**config.mk**
```make
export PLATFORM = sky130hd
export DESIGN_NAME = dcsb_top
export DESIGN_NICKNAME = d
export VERILOG_FILES = /design/src/rtl/dcsb_pkg.sv /design/src/rtl/dcsb_top.sv
export SDC_FILE = /design/constraint.sdc
export NUM_CORES = 1
export LEC_CHECK = 0
export ABC_CLOCK_PERIOD_IN_PS = 4400
export BUFFER_PORTS_ARGS = -buffer_cell sky130_fd_sc_hd__buf_2
export CELL_PAD_IN_SITES_DETAIL_PLACEMENT = 0
export CELL_PAD_IN_SITES_GLOBAL_PLACEMENT = 1
export CORE_UTILIZATION = 32
export DETAILED_ROUTE_END_ITERATION = 8
export HOLD_SLACK_MARGIN = 0.15
export PLACE_DENSITY_LB_ADDON = 0.2
export SKIP_CTS_REPAIR_TIMING = 1
export SYNTH_ARGS = -nofsm -noshare
export SYNTH_HDL_FRONTEND = slang
export SYNTH_SLANG_ARGS = --single-unit
```
**constraint.sdc**
```tcl
create_clock -name clock -period 4.4 [get_ports clock]
set_clock_uncertainty 0.05 [all_clocks]
set_input_delay 0.22 -clock clock [delete_from_list [all_inputs] [get_ports clock]]
set_output_delay 0.22 -clock clock [all_outputs]
set_load 0.02 [all_outputs]
```
**src/rtl/dcsb_pkg.sv**
```systemverilog
package dcsb_pkg;

	// Sizes
	localparam int NCH    = 6;
	localparam int NLVL   = 4;
	localparam int IDW    = 5;
	localparam int CNTW   = 16;
	localparam int AW     = 8;
	localparam int NIRQ   = 3;

	// Register offsets
	localparam logic [7:0] OFF_BUSY   = 8'h28;
	localparam logic [7:0] OFF_PEND   = 8'h2c;
	localparam logic [7:0] OFF_ACTIVE = 8'h30;
	localparam logic [7:0] OFF_DBASE  = 8'h34;
	localparam logic [7:0] OFF_WBASE  = 8'h38;
	localparam logic [7:0] OFF_ISTAT  = 8'h60;
	localparam logic [7:0] OFF_IMASK  = 8'h64;

	// Field positions of the active channel register
	localparam int ACT_CNT_LSB   = 16;
	localparam int ACT_BUSY_BIT  = 15;
	localparam int ACT_ID_LSB    = 8;
	localparam int ACT_LVL_LSB   = 0;

	// Interrupt status bits
	localparam int IRQ_BUS_ERR   = 0;
	localparam int IRQ_TRIG_DONE = 1;
	localparam int IRQ_SLOT_DONE = 2;

	// Bytes per channel slot, as a shift
	localparam int SLOT_SHIFT    = 4;

	// Reset values
	localparam logic [31:0] BASE_RST = 32'h0000_0000;

	typedef struct packed {
		logic [NCH-1:0]   start;
		logic [NCH-1:0]   trig_done;
		logic [NCH-1:0]   bus_err;
		logic [NCH-1:0]   enabled;
		logic [NCH-1:0]   request;
		logic [NCH-1:0]   exec_start;
		logic [2*NCH-1:0] level;
	} dcsb_chan_evt_t;

	typedef struct packed {
		logic           valid;
		logic [IDW-1:0] channel;
	} dcsb_grant_t;

	typedef struct packed {
		logic            req;
		logic            we;
		logic [31:0]     addr;
		logic [CNTW-1:0] wdata;
	} dcsb_mem_req_t;

	typedef struct packed {
		logic            ack;
		logic [CNTW-1:0] rdata;
	} dcsb_mem_rsp_t;

	typedef struct packed {
		logic [AW-1:0] addr;
		logic [31:0]   wdata;
		logic          wr;
		logic          rd;
	} dcsb_bus_req_t;

	typedef enum logic [2:0] {
		ST_IDLE  = 3'b001,
		ST_WRITE = 3'b010,
		ST_FETCH = 3'b100
	} dcsb_phase_t;

	typedef struct packed {
		dcsb_phase_t     st;
		logic [NCH-1:0]  busy;
		logic [NCH-1:0]  pend;
		logic [NLVL-1:0] priority_level_executing;
		logic [CNTW-1:0] count;
		logic            active_slot_occupied;
		logic [IDW-1:0]  id;
		logic [IDW-1:0]  old_id;
		logic [31:0]     desc_base;
		logic [31:0]     wrb_base;
		logic [NIRQ-1:0] istat;
		logic [NIRQ-1:0] imask;
		logic            irq;
		logic [31:0]     rdata;
		dcsb_mem_req_t   mem;
		logic [31:0]     desc_slot;
		logic            grant_ready;
	} dcsb_state_t;

	localparam dcsb_state_t STATE_RST = '{
		st:          ST_IDLE,
		desc_base:   BASE_RST,
		wrb_base:    BASE_RST,
		grant_ready: 1'b1,
		default:     '0
	};

endpackage

```
**src/rtl/dcsb_top.sv**
```systemverilog
`timescale 1ns/1ps
// Function
// - A channel's busy bit clears on trigger action done, bus error or disable.
// - A channel's busy bit sets when that channel starts a transfer.
// - A channel's pending bit clears on trigger execution start, bus error or disable.
// - A channel's pending bit sets while a transfer waits, one bit per channel for six.
// - The active register shows the sixteen-bit block count in bits 31:16.
// - On a new grant the old active count is written back to its write-back slot.
// - The active count is meaningful only while the active busy flag is set.
// - The active busy flag, bit 15, clears once the count is written back.
// - The active busy flag sets when the next count is read from the write-back slot.
// - The five-bit active channel field follows each grant taken while grant_ready is high; grants during a swap are ignored.
// - Each of four level flags is set while a request at that level runs or waits.
// - Reserved bits read as zero and are written as zero.
// - The write-back base at 0x38 is a 32-bit read-write register reset to zero.

module dcsb_top (
	input  wire logic                   clock,
	input  wire logic                   rstn,
	input  wire dcsb_pkg::dcsb_bus_req_t bus,
	output logic [31:0]                 rdata,
	input  wire dcsb_pkg::dcsb_chan_evt_t evt,
	input  wire dcsb_pkg::dcsb_grant_t  grant,
	input  wire logic                   beat_done,
	output logic                        grant_ready,
	output dcsb_pkg::dcsb_mem_req_t     mem_req,
	input  wire dcsb_pkg::dcsb_mem_rsp_t mem_rsp,
	output logic [31:0]                 desc_slot_addr,
	output logic [dcsb_pkg::NCH-1:0]    channel_activity_flags,
	output logic [dcsb_pkg::NCH-1:0]    pending_channel_flags,
	output logic                        irq
);

	////////////////////////////////////////////////////////////////////////
	// Slot address of a channel within a memory section
	function automatic logic [31:0] slot_addr(
		input logic [31:0]              base,
		input logic [dcsb_pkg::IDW-1:0] idx
	);
		logic [31:0] off;
		off = 32'(idx) << dcsb_pkg::SLOT_SHIFT;
		slot_addr = base + off;
	endfunction

	////////////////////////////////////////////////////////////////////////
	// State
	dcsb_pkg::dcsb_state_t s;
	dcsb_pkg::dcsb_state_t next_s;

	////////////////////////////////////////////////////////////////////////
	// Next state
	always_comb begin
		logic [dcsb_pkg::NIRQ-1:0] ev;
		logic [dcsb_pkg::NIRQ-1:0] clr;
		logic [1:0]                lv;
		logic                      swap_done;
		ev        = '0;
		clr       = '0;
		lv        = '0;
		swap_done = 1'b0;
		next_s    = s;

		// Per-channel busy and pending, setting wins over clearing
		for (int i = 0; i < dcsb_pkg::NCH; i++) begin
			if (evt.trig_done[i] || evt.bus_err[i] || !evt.enabled[i]) begin
				next_s.busy[i] = 1'b0;
			end
			if (evt.start[i]) begin
				next_s.busy[i] = 1'b1;
			end
			if (evt.exec_start[i] || evt.bus_err[i] || !evt.enabled[i]) begin
				next_s.pend[i] = 1'b0;
			end
			if (evt.request[i]) begin
				next_s.pend[i] = 1'b1;
			end
		end

		// Level flags from running or waiting channels
		next_s.priority_level_executing = '0;
		for (int i = 0; i < dcsb_pkg::NCH; i++) begin
			lv = evt.level[2*i +: 2];
			if (s.busy[i] || s.pend[i]) begin
				next_s.priority_level_executing[lv] = 1'b1;
			end
		end

		// Beat countdown of the active slot
		if (s.st == dcsb_pkg::ST_IDLE && s.active_slot_occupied && beat_done
			&& s.count != '0) begin
			next_s.count = s.count - 16'h0001;
		end

		// Slot swap sequence
		unique case (s.st)
			dcsb_pkg::ST_IDLE: begin
				if (grant.valid) begin
					next_s.old_id    = s.id;
					next_s.id        = grant.channel;
					next_s.desc_slot = slot_addr(s.desc_base, grant.channel);
					next_s.mem.req   = 1'b1;
					if (s.active_slot_occupied) begin
						next_s.st        = dcsb_pkg::ST_WRITE;
						next_s.mem.we    = 1'b1;
						next_s.mem.addr  = slot_addr(s.wrb_base, s.id);
						next_s.mem.wdata = s.count;
					end else begin
						next_s.st        = dcsb_pkg::ST_FETCH;
						next_s.mem.we    = 1'b0;
						next_s.mem.addr  = slot_addr(s.wrb_base, grant.channel);
						next_s.mem.wdata = '0;
					end
				end
			end
			dcsb_pkg::ST_WRITE: begin
				if (mem_rsp.ack) begin
					next_s.active_slot_occupied = 1'b0;
					next_s.st        = dcsb_pkg::ST_FETCH;
					next_s.mem.req   = 1'b1;
					next_s.mem.we    = 1'b0;
					next_s.mem.addr  = slot_addr(s.wrb_base, s.id);
					next_s.mem.wdata = '0;
				end
			end
			dcsb_pkg::ST_FETCH: begin
				if (mem_rsp.ack) begin
					next_s.active_slot_occupied = 1'b1;
					next_s.count   = mem_rsp.rdata;
					next_s.st      = dcsb_pkg::ST_IDLE;
					next_s.mem.req = 1'b0;
					swap_done      = 1'b1;
				end
			end
		endcase
		next_s.grant_ready = (next_s.st == dcsb_pkg::ST_IDLE);

		// Software writes
		if (bus.wr) begin
			unique case (bus.addr)
				dcsb_pkg::OFF_DBASE: next_s.desc_base = bus.wdata;
				dcsb_pkg::OFF_WBASE: next_s.wrb_base = bus.wdata;
				dcsb_pkg::OFF_ISTAT: clr = bus.wdata[dcsb_pkg::NIRQ-1:0];
				dcsb_pkg::OFF_IMASK: begin
					next_s.imask = bus.wdata[dcsb_pkg::NIRQ-1:0];
				end
				default: ;
			endcase
		end

		// Sticky interrupt status, event wins over write-one-to-clear
		ev[dcsb_pkg::IRQ_BUS_ERR]   = |evt.bus_err;
		ev[dcsb_pkg::IRQ_TRIG_DONE] = |evt.trig_done;
		ev[dcsb_pkg::IRQ_SLOT_DONE] = swap_done;
		next_s.istat = (s.istat & ~clr) | ev;
		next_s.irq   = |(next_s.istat & next_s.imask);

		// Read data, valid the cycle after the strobe only
		next_s.rdata = '0;
		if (bus.rd) begin
			unique case (bus.addr)
				dcsb_pkg::OFF_BUSY: next_s.rdata = 32'(s.busy);
				dcsb_pkg::OFF_PEND: next_s.rdata = 32'(s.pend);
				dcsb_pkg::OFF_ACTIVE: begin
					next_s.rdata[dcsb_pkg::ACT_CNT_LSB +: dcsb_pkg::CNTW]
						= s.count;
					next_s.rdata[dcsb_pkg::ACT_BUSY_BIT]
						= s.active_slot_occupied;
					next_s.rdata[dcsb_pkg::ACT_ID_LSB +: dcsb_pkg::IDW] = s.id;
					next_s.rdata[dcsb_pkg::ACT_LVL_LSB +: dcsb_pkg::NLVL]
						= s.priority_level_executing;
				end
				dcsb_pkg::OFF_DBASE: next_s.rdata = s.desc_base;
				dcsb_pkg::OFF_WBASE: next_s.rdata = s.wrb_base;
				dcsb_pkg::OFF_ISTAT: next_s.rdata = 32'(s.istat);
				dcsb_pkg::OFF_IMASK: next_s.rdata = 32'(s.imask);
				default: next_s.rdata = '0;
			endcase
		end
	end

	////////////////////////////////////////////////////////////////////////
	// Register the state
	always_ff @(posedge clock) begin
		if (!rstn) begin
			s <= dcsb_pkg::STATE_RST;
		end else begin
			s <= next_s;
		end
	end

	////////////////////////////////////////////////////////////////////////
	// Outputs straight from the state
	assign rdata                  = s.rdata;
	assign grant_ready            = s.grant_ready;
	assign mem_req                = s.mem;
	assign desc_slot_addr         = s.desc_slot;
	assign channel_activity_flags = s.busy;
	assign pending_channel_flags  = s.pend;
	assign irq                    = s.irq;

endmodule

```
# Word level (Yosys, flattened, before mapping)
# Index checks and enable logic that the tools add are counted.
# Widths: inputs -> output; s select.
# op_classes
n_mux	68
reduce_logical	70
n_lt_le_gt_ge	12
bitwise_logic	9
add_sub_neg	4
n_eq_ne	14
# ops
operator	n
$pmux 49 s2	1
$add 32x9->32	3
$mux 82	1
$pmux 17 s3	1
$mux 50	1
$mux 49	1
$eq 8x6->1 const B	5
$mux 1	33
$mux 16	2
$logic_or 1x1->1	30
$pmux 4 s7	1
$reduce_bool 2->1	14
$mux 3	8
$mux 4	6
$or 4x4->4	5
$lt 2x3->1 const B	6
$mux 17	1
$eq 8x7->1 const B	2
$pmux 4 s4	1
$reduce_bool 16->1	1
$sub 16x1->16 const B	1
$pmux 5 s3	1
$demux 1 s2	6
$ge 2x1->1 const B	6
17 further kinds	40
# totals
reg_bits	227
input_bits	116
output_inout_bits	128
wordCells	206

# Longest topological paths before layout
# Gate-level depths: netlist of run 1.
# depth
ltp_word	15
mapped_depth	9
ltp_nobuf	8

# Worst setup path before layout of run 1
# OpenSTA, ideal clock, no wires.
# synth_path
kind	register to register
startpoint	register s[126] (netlist bit)
endpoint	register s (netlist bit mem_req[32])
period_less_slack_ns	2.354
t_arrival_ns	2.187
setup_ns	0.117
required_time_ns	4.233
n_path_buf	1
slack_ns	2.046
stages_incl_launch_ff	10
path_cell_list	dfxtp_1 > ha_1 > fa_1 > a21o_1 > a221o_1 > clkbuf_1 > nand2_1 > nand2_1 > a211o_1 > a22o_1
# synth_via
elab_chain_cells	4
word_cells_on_any_way	6
classes_between	2 x add/sub; 4 x mux
# synth_rtl
element	line_no	source
start: declaration	dcsb_top.sv:47	dcsb_pkg::dcsb_state_t s;
start signal: assignment	dcsb_top.sv:185	s <= dcsb_pkg::STATE_RST;
start signal: assignment	dcsb_top.sv:187	s <= next_s;
$add 32x9->32	dcsb_top.sv:42	slot_addr = base + off;
$mux 49	dcsb_top.sv:102	if (s.active_slot_occupied) begin
$mux 82	dcsb_top.sv:97	if (grant.valid) begin
$pmux 49 s2 *	dcsb_top.sv:95	unique case (s.st)
# Every way passes the cells marked *; elsewhere a longest branch is shown, timed or not. The select of a mux whose other input is x is not followed.
# A chain may end at the register's enable or synchronous reset.

# Worst setup path after layout of run 1
# layout_path
startpoint	register s[230] (netlist bit)
endpoint	register s (netlist bit mem_req[27])
# layout_via
elab_chain_cells	3
word_cells_on_any_way	7
classes_between	4 x eq/ne; 1 x mux; 2 x reduce/logical
# layout_rtl
element
$eq 3x1->1 or $eq 3x2->1 (tied branches)
$ne 2x2->1 (no line) or $reduce_bool 2->1 (tied branches)
$reduce_and 3->1 (no line)
# Several ways; a longest one is shown, not always the timed one.

==> results of run 1 <==
[power groups by stage]
| stage | logic [W] | registers [W] | clock network (W) |
|---|---|---|---|
| 2_1_floorplan | 0.000460 | 0.00222 | 0 |
| 3_3_place_gp | 0.000608 | 0.00225 | 0 |
| 3_5_place_dp | 0.000610 | 0.00225 | 0 |
| 4_1_cts | 0.000612 | 0.00221 | 0.00230 |
| 5_1_grt | 0.000742 | 0.00222 | 0.00239 |
| 6_report | 0.000679 | 0.00221 | 0.00224 |
[layout make-up]
| cell class | count | area (sq um) | area share, % |
|---|---|---|---|
| multi-input combinational | 1045 | 6060 | 41.97 |
| sequential | 227 | 4544 | 31.47 |
| timing repair buffer | 353 | 2280 | 15.79 |
| clock buffer | 37 | 784.5 | 5.433 |
| tap | 468 | 585.6 | 4.055 |
| clock inverter | 14 | 116.4 | 0.8059 |
| inverter | 17 | 66.31 | 0.4593 |
| antenna | 1 | 2.502 | 0.01733 |
[path summary, 6_finish.rpt]
kind	depth (start not counted)	slack [ns]	endpoint	from
worst min register to register	2	0.40	desc_slot_addr[0]$_SDFFE_PN0P_	desc_slot_addr[0]$_SDFFE_PN0P_
worst max register to register	6	1.43	mem_req[27]$_SDFFE_PN0P_	s[230]$_SDFF_PN0_
worst min-delay path	4	0.13	mem_req[49]$_SDFFE_PN0P_	mem_rsp[16]
worst max-delay path	6	1.43	mem_req[27]$_SDFFE_PN0P_	s[230]$_SDFF_PN0_
[synth_stat cells (7+ instances only)]
cell type	n	area share, %
dfxtp_1	227	38
mux2i_1	34	2.8
a21o_1	9	0.56
and3_1	14	0.73
nand3_1	29	1.2
a21oi_1	166	6.9
a31oi_1	8	0.42
buf_4	126	7.9
nand2_1	221	6.9
nor4bb_1	12	1.0
and2_1	8	0.42
nor3_1	21	0.88
or4_1	8	0.50
a221oi_1	18	1.3
a22oi_1	21	1.3
nor4_1	7	0.37
a211oi_1	18	1.1
ha_1	17	1.8
nand4_1	21	1.1
nor2_1	161	5.0
nand2b_1	11	0.57
xor2_1	30	2.2
o211ai_1	12	0.75
buf_2	9	0.38
clkbuf_1	89	2.8
xnor2_1	37	2.7
o21ai_0	74	3.1
inv_1	16	0.50
[metal layers]
layer  wire length [microns]  global-route usage, %  vias to the layer above  share of wire (%)
li1                        -                      -                     5476                  -
met1                   17700                  25.77                     5242                 43
met2                   20100                  35.57                      318                 49
met3                    2283                  4.508                       60                5.6
met4                     719                  4.083                        4                1.8
met5                      27                      0                        -              0.066
[sequential cells by signal, indices dropped and copies added (netlist names)]
register,cells
s,99
mem_req,50
channel_activity_flags,6
grant_ready,1
rdata,32
irq,1
pending_channel_flags,6
desc_slot_addr,32
[metrics by stage]
stage / utilization, % / total power [W] / hold slack [ns]
final: 39.35 / 0.005127 / 0.1283
after global routing: 39.35 / 0.005348 / 0.1515
after CTS: 36.75 / 0.005126 / -0.2015
after detailed placement: 34.29 / 0.002863 / 0.3829
after global placement: 34.29 / 0.002862 / 0.3759
after floorplan: - / 0.002677 / 0.2907
[worst register-to-register path, stage by stage (launching register included)]
cell and delay (ns):
dfxtp_1 0.47, nor3b_1 0.68, nand2b_1 0.97, nand2_1 0.16
a21boi_0 0.21, a21o_1 0.23, a21oi_1 0.13
[logic make-up (layout without fill, tap and decap cells)]
group                      count (synthesis)  count (layout)  share of synthesized area, %
and+or+nand+nor                          550             550                         21.52
DFF                                      227             227                         37.92
adders and majority gates                 20              20                         2.276
buffers and inverters                    243             421                         11.72
xor gates and xnor gates                  67              67                         4.896
AOI/OAI and AO/OA                        374             374                         18.83
other                                      0               1                             0
muxes                                     34              34                         2.840
==> flow_summary.toml, run 1 <==
[status]
outcome = "completed"

[floorplanning]
start_util_pct = 32.66
pin_count = 244
core_sq_um = 36700
rows = 70
die_width_microns = 195.5
die-area_sq_um = 38230
die_y_microns = 195.5

[timing]
post-route-min-period_ns = 2.974
hold_viol = 0
maxSlewHeadroom_pct = 22.50
fin_ws_ns = 1.426
setup_viol = 0
setup-tns-final_ns = 0
rsz0062_at_grt = "no"
period_share_pct = 67.59
finalMaxSlewViolations = 0
worst_pin_slew_ns = 1.163
timing.fmax_mhz = 336.3

[placed_design]
placed_cells = 2015
placed_cell_area_sq_um = 12580
place_hpwl_microns = 29800
place_ws_ns = 1.487
place_congestion = 0.8867
portBuffers = 243

[detailed_routing]
drc = 0
wl_per_cell_microns = 18.89
via_count = 11100
wirelength_microns = 40830
postRouteAntennaNets = 0
drt_pass1_iterations = 5
first_iter_violations = 607
viasPerCell = 5.134

[global_route]
grt-ovfl-total = 0
grt_pass1_vias = 10390
grt_start_max_net_pins = 84
grtUsageTotal_pct = 20.44
grt_pass1_wl_microns = 61210
antenna_found_initial = 3

[worst_setup_path]
cp_slowest_cell = "nand2b_1"
cp-end-kind = "flip-flop"
cp_top_family = "simple AND/OR/NAND/NOR gates"
worstPathCellList = "nor3b_1 > nand2b_1 > nand2_1 > a21boi_0 > a21o_1 > a21oi_1"
worstPathArrival_ns = 3.39
path_max_fanout = 26
critPathMaxStageDelay_ns = 0.97
path_buf_inv = 0
required_ns = 4.81
cp-start-kind = "flip-flop"
crit_type = "flip-flop to flip-flop"

[power]
pwr-share-comb_pct = 13.2
p_seq_share_pct = 43.1
vdd_drop_max_mv = 0.2517
clockPowerShare_pct = 43.7
power.share.switching_pct = 27.60
internal_power_w = 0.003712
p_leak_nw = 5.732
switchingPower_w = 0.001415
power_density_nw_per_um2 = 355.1

[yosys]
syn-cell-area_sq_um = 11990
ys_ff_latch = 227
yosysSeqAreaShare_pct = 37.92
synth_ff_type = "dfxtp_1"
synth.avg_cell_area_sq_um = 7.911
synthCells = 1515
async_flop_share_pct = 0
yosysWarnings = 0
syn_nets = 1651
yosysUniqueCellTypes = 70
synth-edff-count = 0

[hold_path]
holdCritPathClass = "input port to flip-flop"

[final_layout]
num-fill-cells = 3837
nNetsFinal = 1808
final_cells = 2162
final_common_cell = "buf_2"
drive_above_1_share_pct = 19.14
final_cell_mix = "243 x buf_2, 227 x dfxtp_1, 221 x nand2_1, 165 x a21oi_1, 161 x nor2_1"
design_area_sq_um = 14440
area_growth_pct = 20.47

[clock_tree]
clk_path_buf_depth = 3
path_clk_slew_ns = 0.06
cts_root_buffer = "clkbuf_16"
clkSinkCount = 227
cts_tree = "built"
htreeDepth = 1
clk_latency_ns = 0.56
numCtsBuffers = 28

[run]
maxCapViolCount = 0
No activity file was read; power rests on OpenSTA's default activity.
==> run 2, diff against run 1 <==
--- a/config.mk
+++ b/config.mk
@@ -5,7 +5,7 @@
 export SDC_FILE = /design/constraint.sdc
 export NUM_CORES = 1
 export LEC_CHECK = 0
-export ABC_CLOCK_PERIOD_IN_PS = 4400
+export ABC_CLOCK_PERIOD_IN_PS = 2600
 export BUFFER_PORTS_ARGS = -buffer_cell sky130_fd_sc_hd__buf_2
 export CELL_PAD_IN_SITES_DETAIL_PLACEMENT = 0
 export CELL_PAD_IN_SITES_GLOBAL_PLACEMENT = 1
==> constraint.sdc (replaced) <==
create_clock -name clock -period 2.6 [get_ports clock]
set_clock_uncertainty 0.05 [all_clocks]
set_input_delay 0.13 -clock clock [delete_from_list [all_inputs] [get_ports clock]]
set_output_delay 0.13 -clock clock [all_outputs]
set_load 0.02 [all_outputs]
==> run 2 against run 1 <==
  * Design area is 3.0% higher
  * Maximum frequency grew 21%
  * Sequential cell count unchanged
  * Hold slack improved by 0.0013 ns
  * Global-route usage increased by 0.38 points
  * Register-to-register slack worse by 1.3 ns
  * Count of clock-buffer cells in the layout grew 2
  * Clock power is 62% higher
  * Critical path depth up 2
  * Die area unchanged
  * Wire length increased by 1.1%
  * Utilization is 1.2 points higher
  * Largest power group is now registers
==> flow_summary.toml, run 2 (synthesized netlist as in run 1, its figures left out) <==
[clock_tree]
cts_tree = "built"
numCtsBuffers = 27
clk_path_buf_depth = 3
clk_latency_ns = 0.53
path_clk_slew_ns = 0.06
htreeDepth = 1
clkSinkCount = 227
cts_root_buffer = "clkbuf_16"

[detailed_routing]
wirelength_microns = 41290
viasPerCell = 5.055
drt_pass1_iterations = 5
postRouteAntennaNets = 0
drc = 0
via_count = 11200
first_iter_violations = 545
wl_per_cell_microns = 18.64

[final_layout]
regMostFlops = "s"
final_common_cell = "buf_2"
area_growth_pct = 24.07
nNetsFinal = 1863
design_area_sq_um = 14870
largest_reg_flops = 99
num-fill-cells = 3857
drive_above_1_share_pct = 21.39
final_cell_mix = "243 x buf_2, 227 x dfxtp_1, 221 x nand2_1, 165 x a21oi_1, 161 x nor2_1"

[worst_setup_path]
worstPathArrival_ns = 2.84
worstReg2RegStart = "s[126]$_SDFFE_PN0P_"
crit_top_cell = "nand2_1"
crit_end = "mem_req[32]$_SDFFE_PN0P_"
cp-end-kind = "flip-flop"
critPathMaxStageDelay_ns = 0.44
cp_slowest_cell = "a221o_2"
required_ns = 2.97
crit_type = "flip-flop to flip-flop"
cp-start-kind = "flip-flop"
r2r_slack_ns = 0.14
reg2regPathDepth = 8
path_max_fanout = 8
r2r_end = "mem_req[32]$_SDFFE_PN0P_"
worstPathCellList = "ha_1 > fa_1 > a21o_1 > a221o_2 > nand2_1 > nand2_1 > a211o_1 > a22o_1"
worstSetupStartpoint = "s[126]$_SDFFE_PN0P_"

[timing]
period_share_pct = 94.79
maxSlewHeadroom_pct = 46.30
worst_pin_slew_ns = 0.8055
setup_viol = 0
rsz0062_at_grt = "no"
post-route-min-period_ns = 2.464
timing.fmax_mhz = 405.8
holdWs_ns = 0.1296
hold_viol = 0
finalMaxSlewViolations = 0
setup-tns-final_ns = 0

[floorplanning]
start_util_pct = 32.66
rows = 70
pin_count = 244
die_y_microns = 195.5
die_width_microns = 195.5
die-area_sq_um = 38230
core_sq_um = 36700

[placed_design]
place_congestion = 0.8612
portBuffers = 243
placed_cell_area_sq_um = 13030
place_hpwl_microns = 30760

[global_route]
grt-ovfl-total = 0
antenna_found_initial = 3
grtUsageTotal_pct = 20.82
grt_pass1_vias = 10860
grt_start_max_net_pins = 61
grt_pass1_wl_microns = 62440

[hold_path]
holdCritPathClass = "input port to flip-flop"
hold_depth = 5

[power]
total_power_w = 0.008591
p_leak_nw = 6.024
vdd_drop_max_mv = 0.4236
power_density_nw_per_um2 = 577.7

[status]
outcome = "completed"

[run]
maxCapViolCount = 0
## run 2: changes by cell type in the layout (fill, tap and decap cells not counted), sizes merged
cell and delta:
buf +53, clkbuf +2, clkinv -4, clkinvlp -4, diode +2, dlygate4sd3 +3
inv +1
## run 2: area by class of cell
| class | count | area, sq um | share of cell area (%) |
|---|---|---|---|
| Tap cell | 468 | 585.6 | 3.938 |
| Inverter | 17 | 66.31 | 0.4459 |
| Timing Repair Buffer | 409 | 2758 | 18.54 |
| Multi-Input combinational cell | 1045 | 6065 | 40.78 |
| Clock inverter | 7 | 63.81 | 0.4291 |
| Clock buffer | 39 | 780.7 | 5.250 |
| Sequential cell | 227 | 4544 | 30.56 |
| Antenna cell | 3 | 7.507 | 0.05048 |
## run 2: power breakdown
part | internal [W] | switching (W)
clock | 0.00216 | 0.00147
combinational | 0.000516 | 0.000732
sequential | 0.00361 | 0.000106
total | 0.00629 | 0.00230
## run 2: critical path: cells and delay by family (launching register included)
kind / cells / cell delay (ns)
adder cells (fa/ha/maj): 2 / 0.66
AO/OA/AOI/OAI: 4 / 1.14
flip-flops: 1 / 0.35
AND/OR/NAND/NOR: 2 / 0.17
## run 2: worst min path at each step
stage / slack, ns / startpoint / to
after floorplan: 0.20 / evt[42] / channel_activity_flags[0]$_SDFFE_PN0P_
final: 0.13 / bus[37] / s[118]$_SDFF_PN0_
after global placement: 0.29 / evt[45] / channel_activity_flags[3]$_SDFFE_PN0P_
after detailed placement: 0.30 / evt[46] / channel_activity_flags[4]$_SDFFE_PN0P_
after global routing: 0.17 / bus[37] / s[118]$_SDFF_PN0_
after CTS: -0.27 / evt[46] / channel_activity_flags[4]$_SDFFE_PN0P_
## run 2: layer usage
layer / GRT usage [%] / part of all wire [%] / vias up
met5: 0 / 0 / -
met2: 36.51 / 49 / 327
met3: 4.024 / 5.3 / 50
li1: - / - / 5572
met4: 4.812 / 2.2 / 0
met1: 26.14 / 44 / 5248
## run 2: per-stage QoR
stage                     std cells  setup WS [ns]  utilization, %
after floorplan                1515         0.2458               -
after global placement         2068         0.1409           35.50
after detailed placement       2068        0.09261           35.50
after CTS                      2114        0.04948           37.80
after global routing           2215        0.01258           40.52
final                          2215         0.1356           40.52
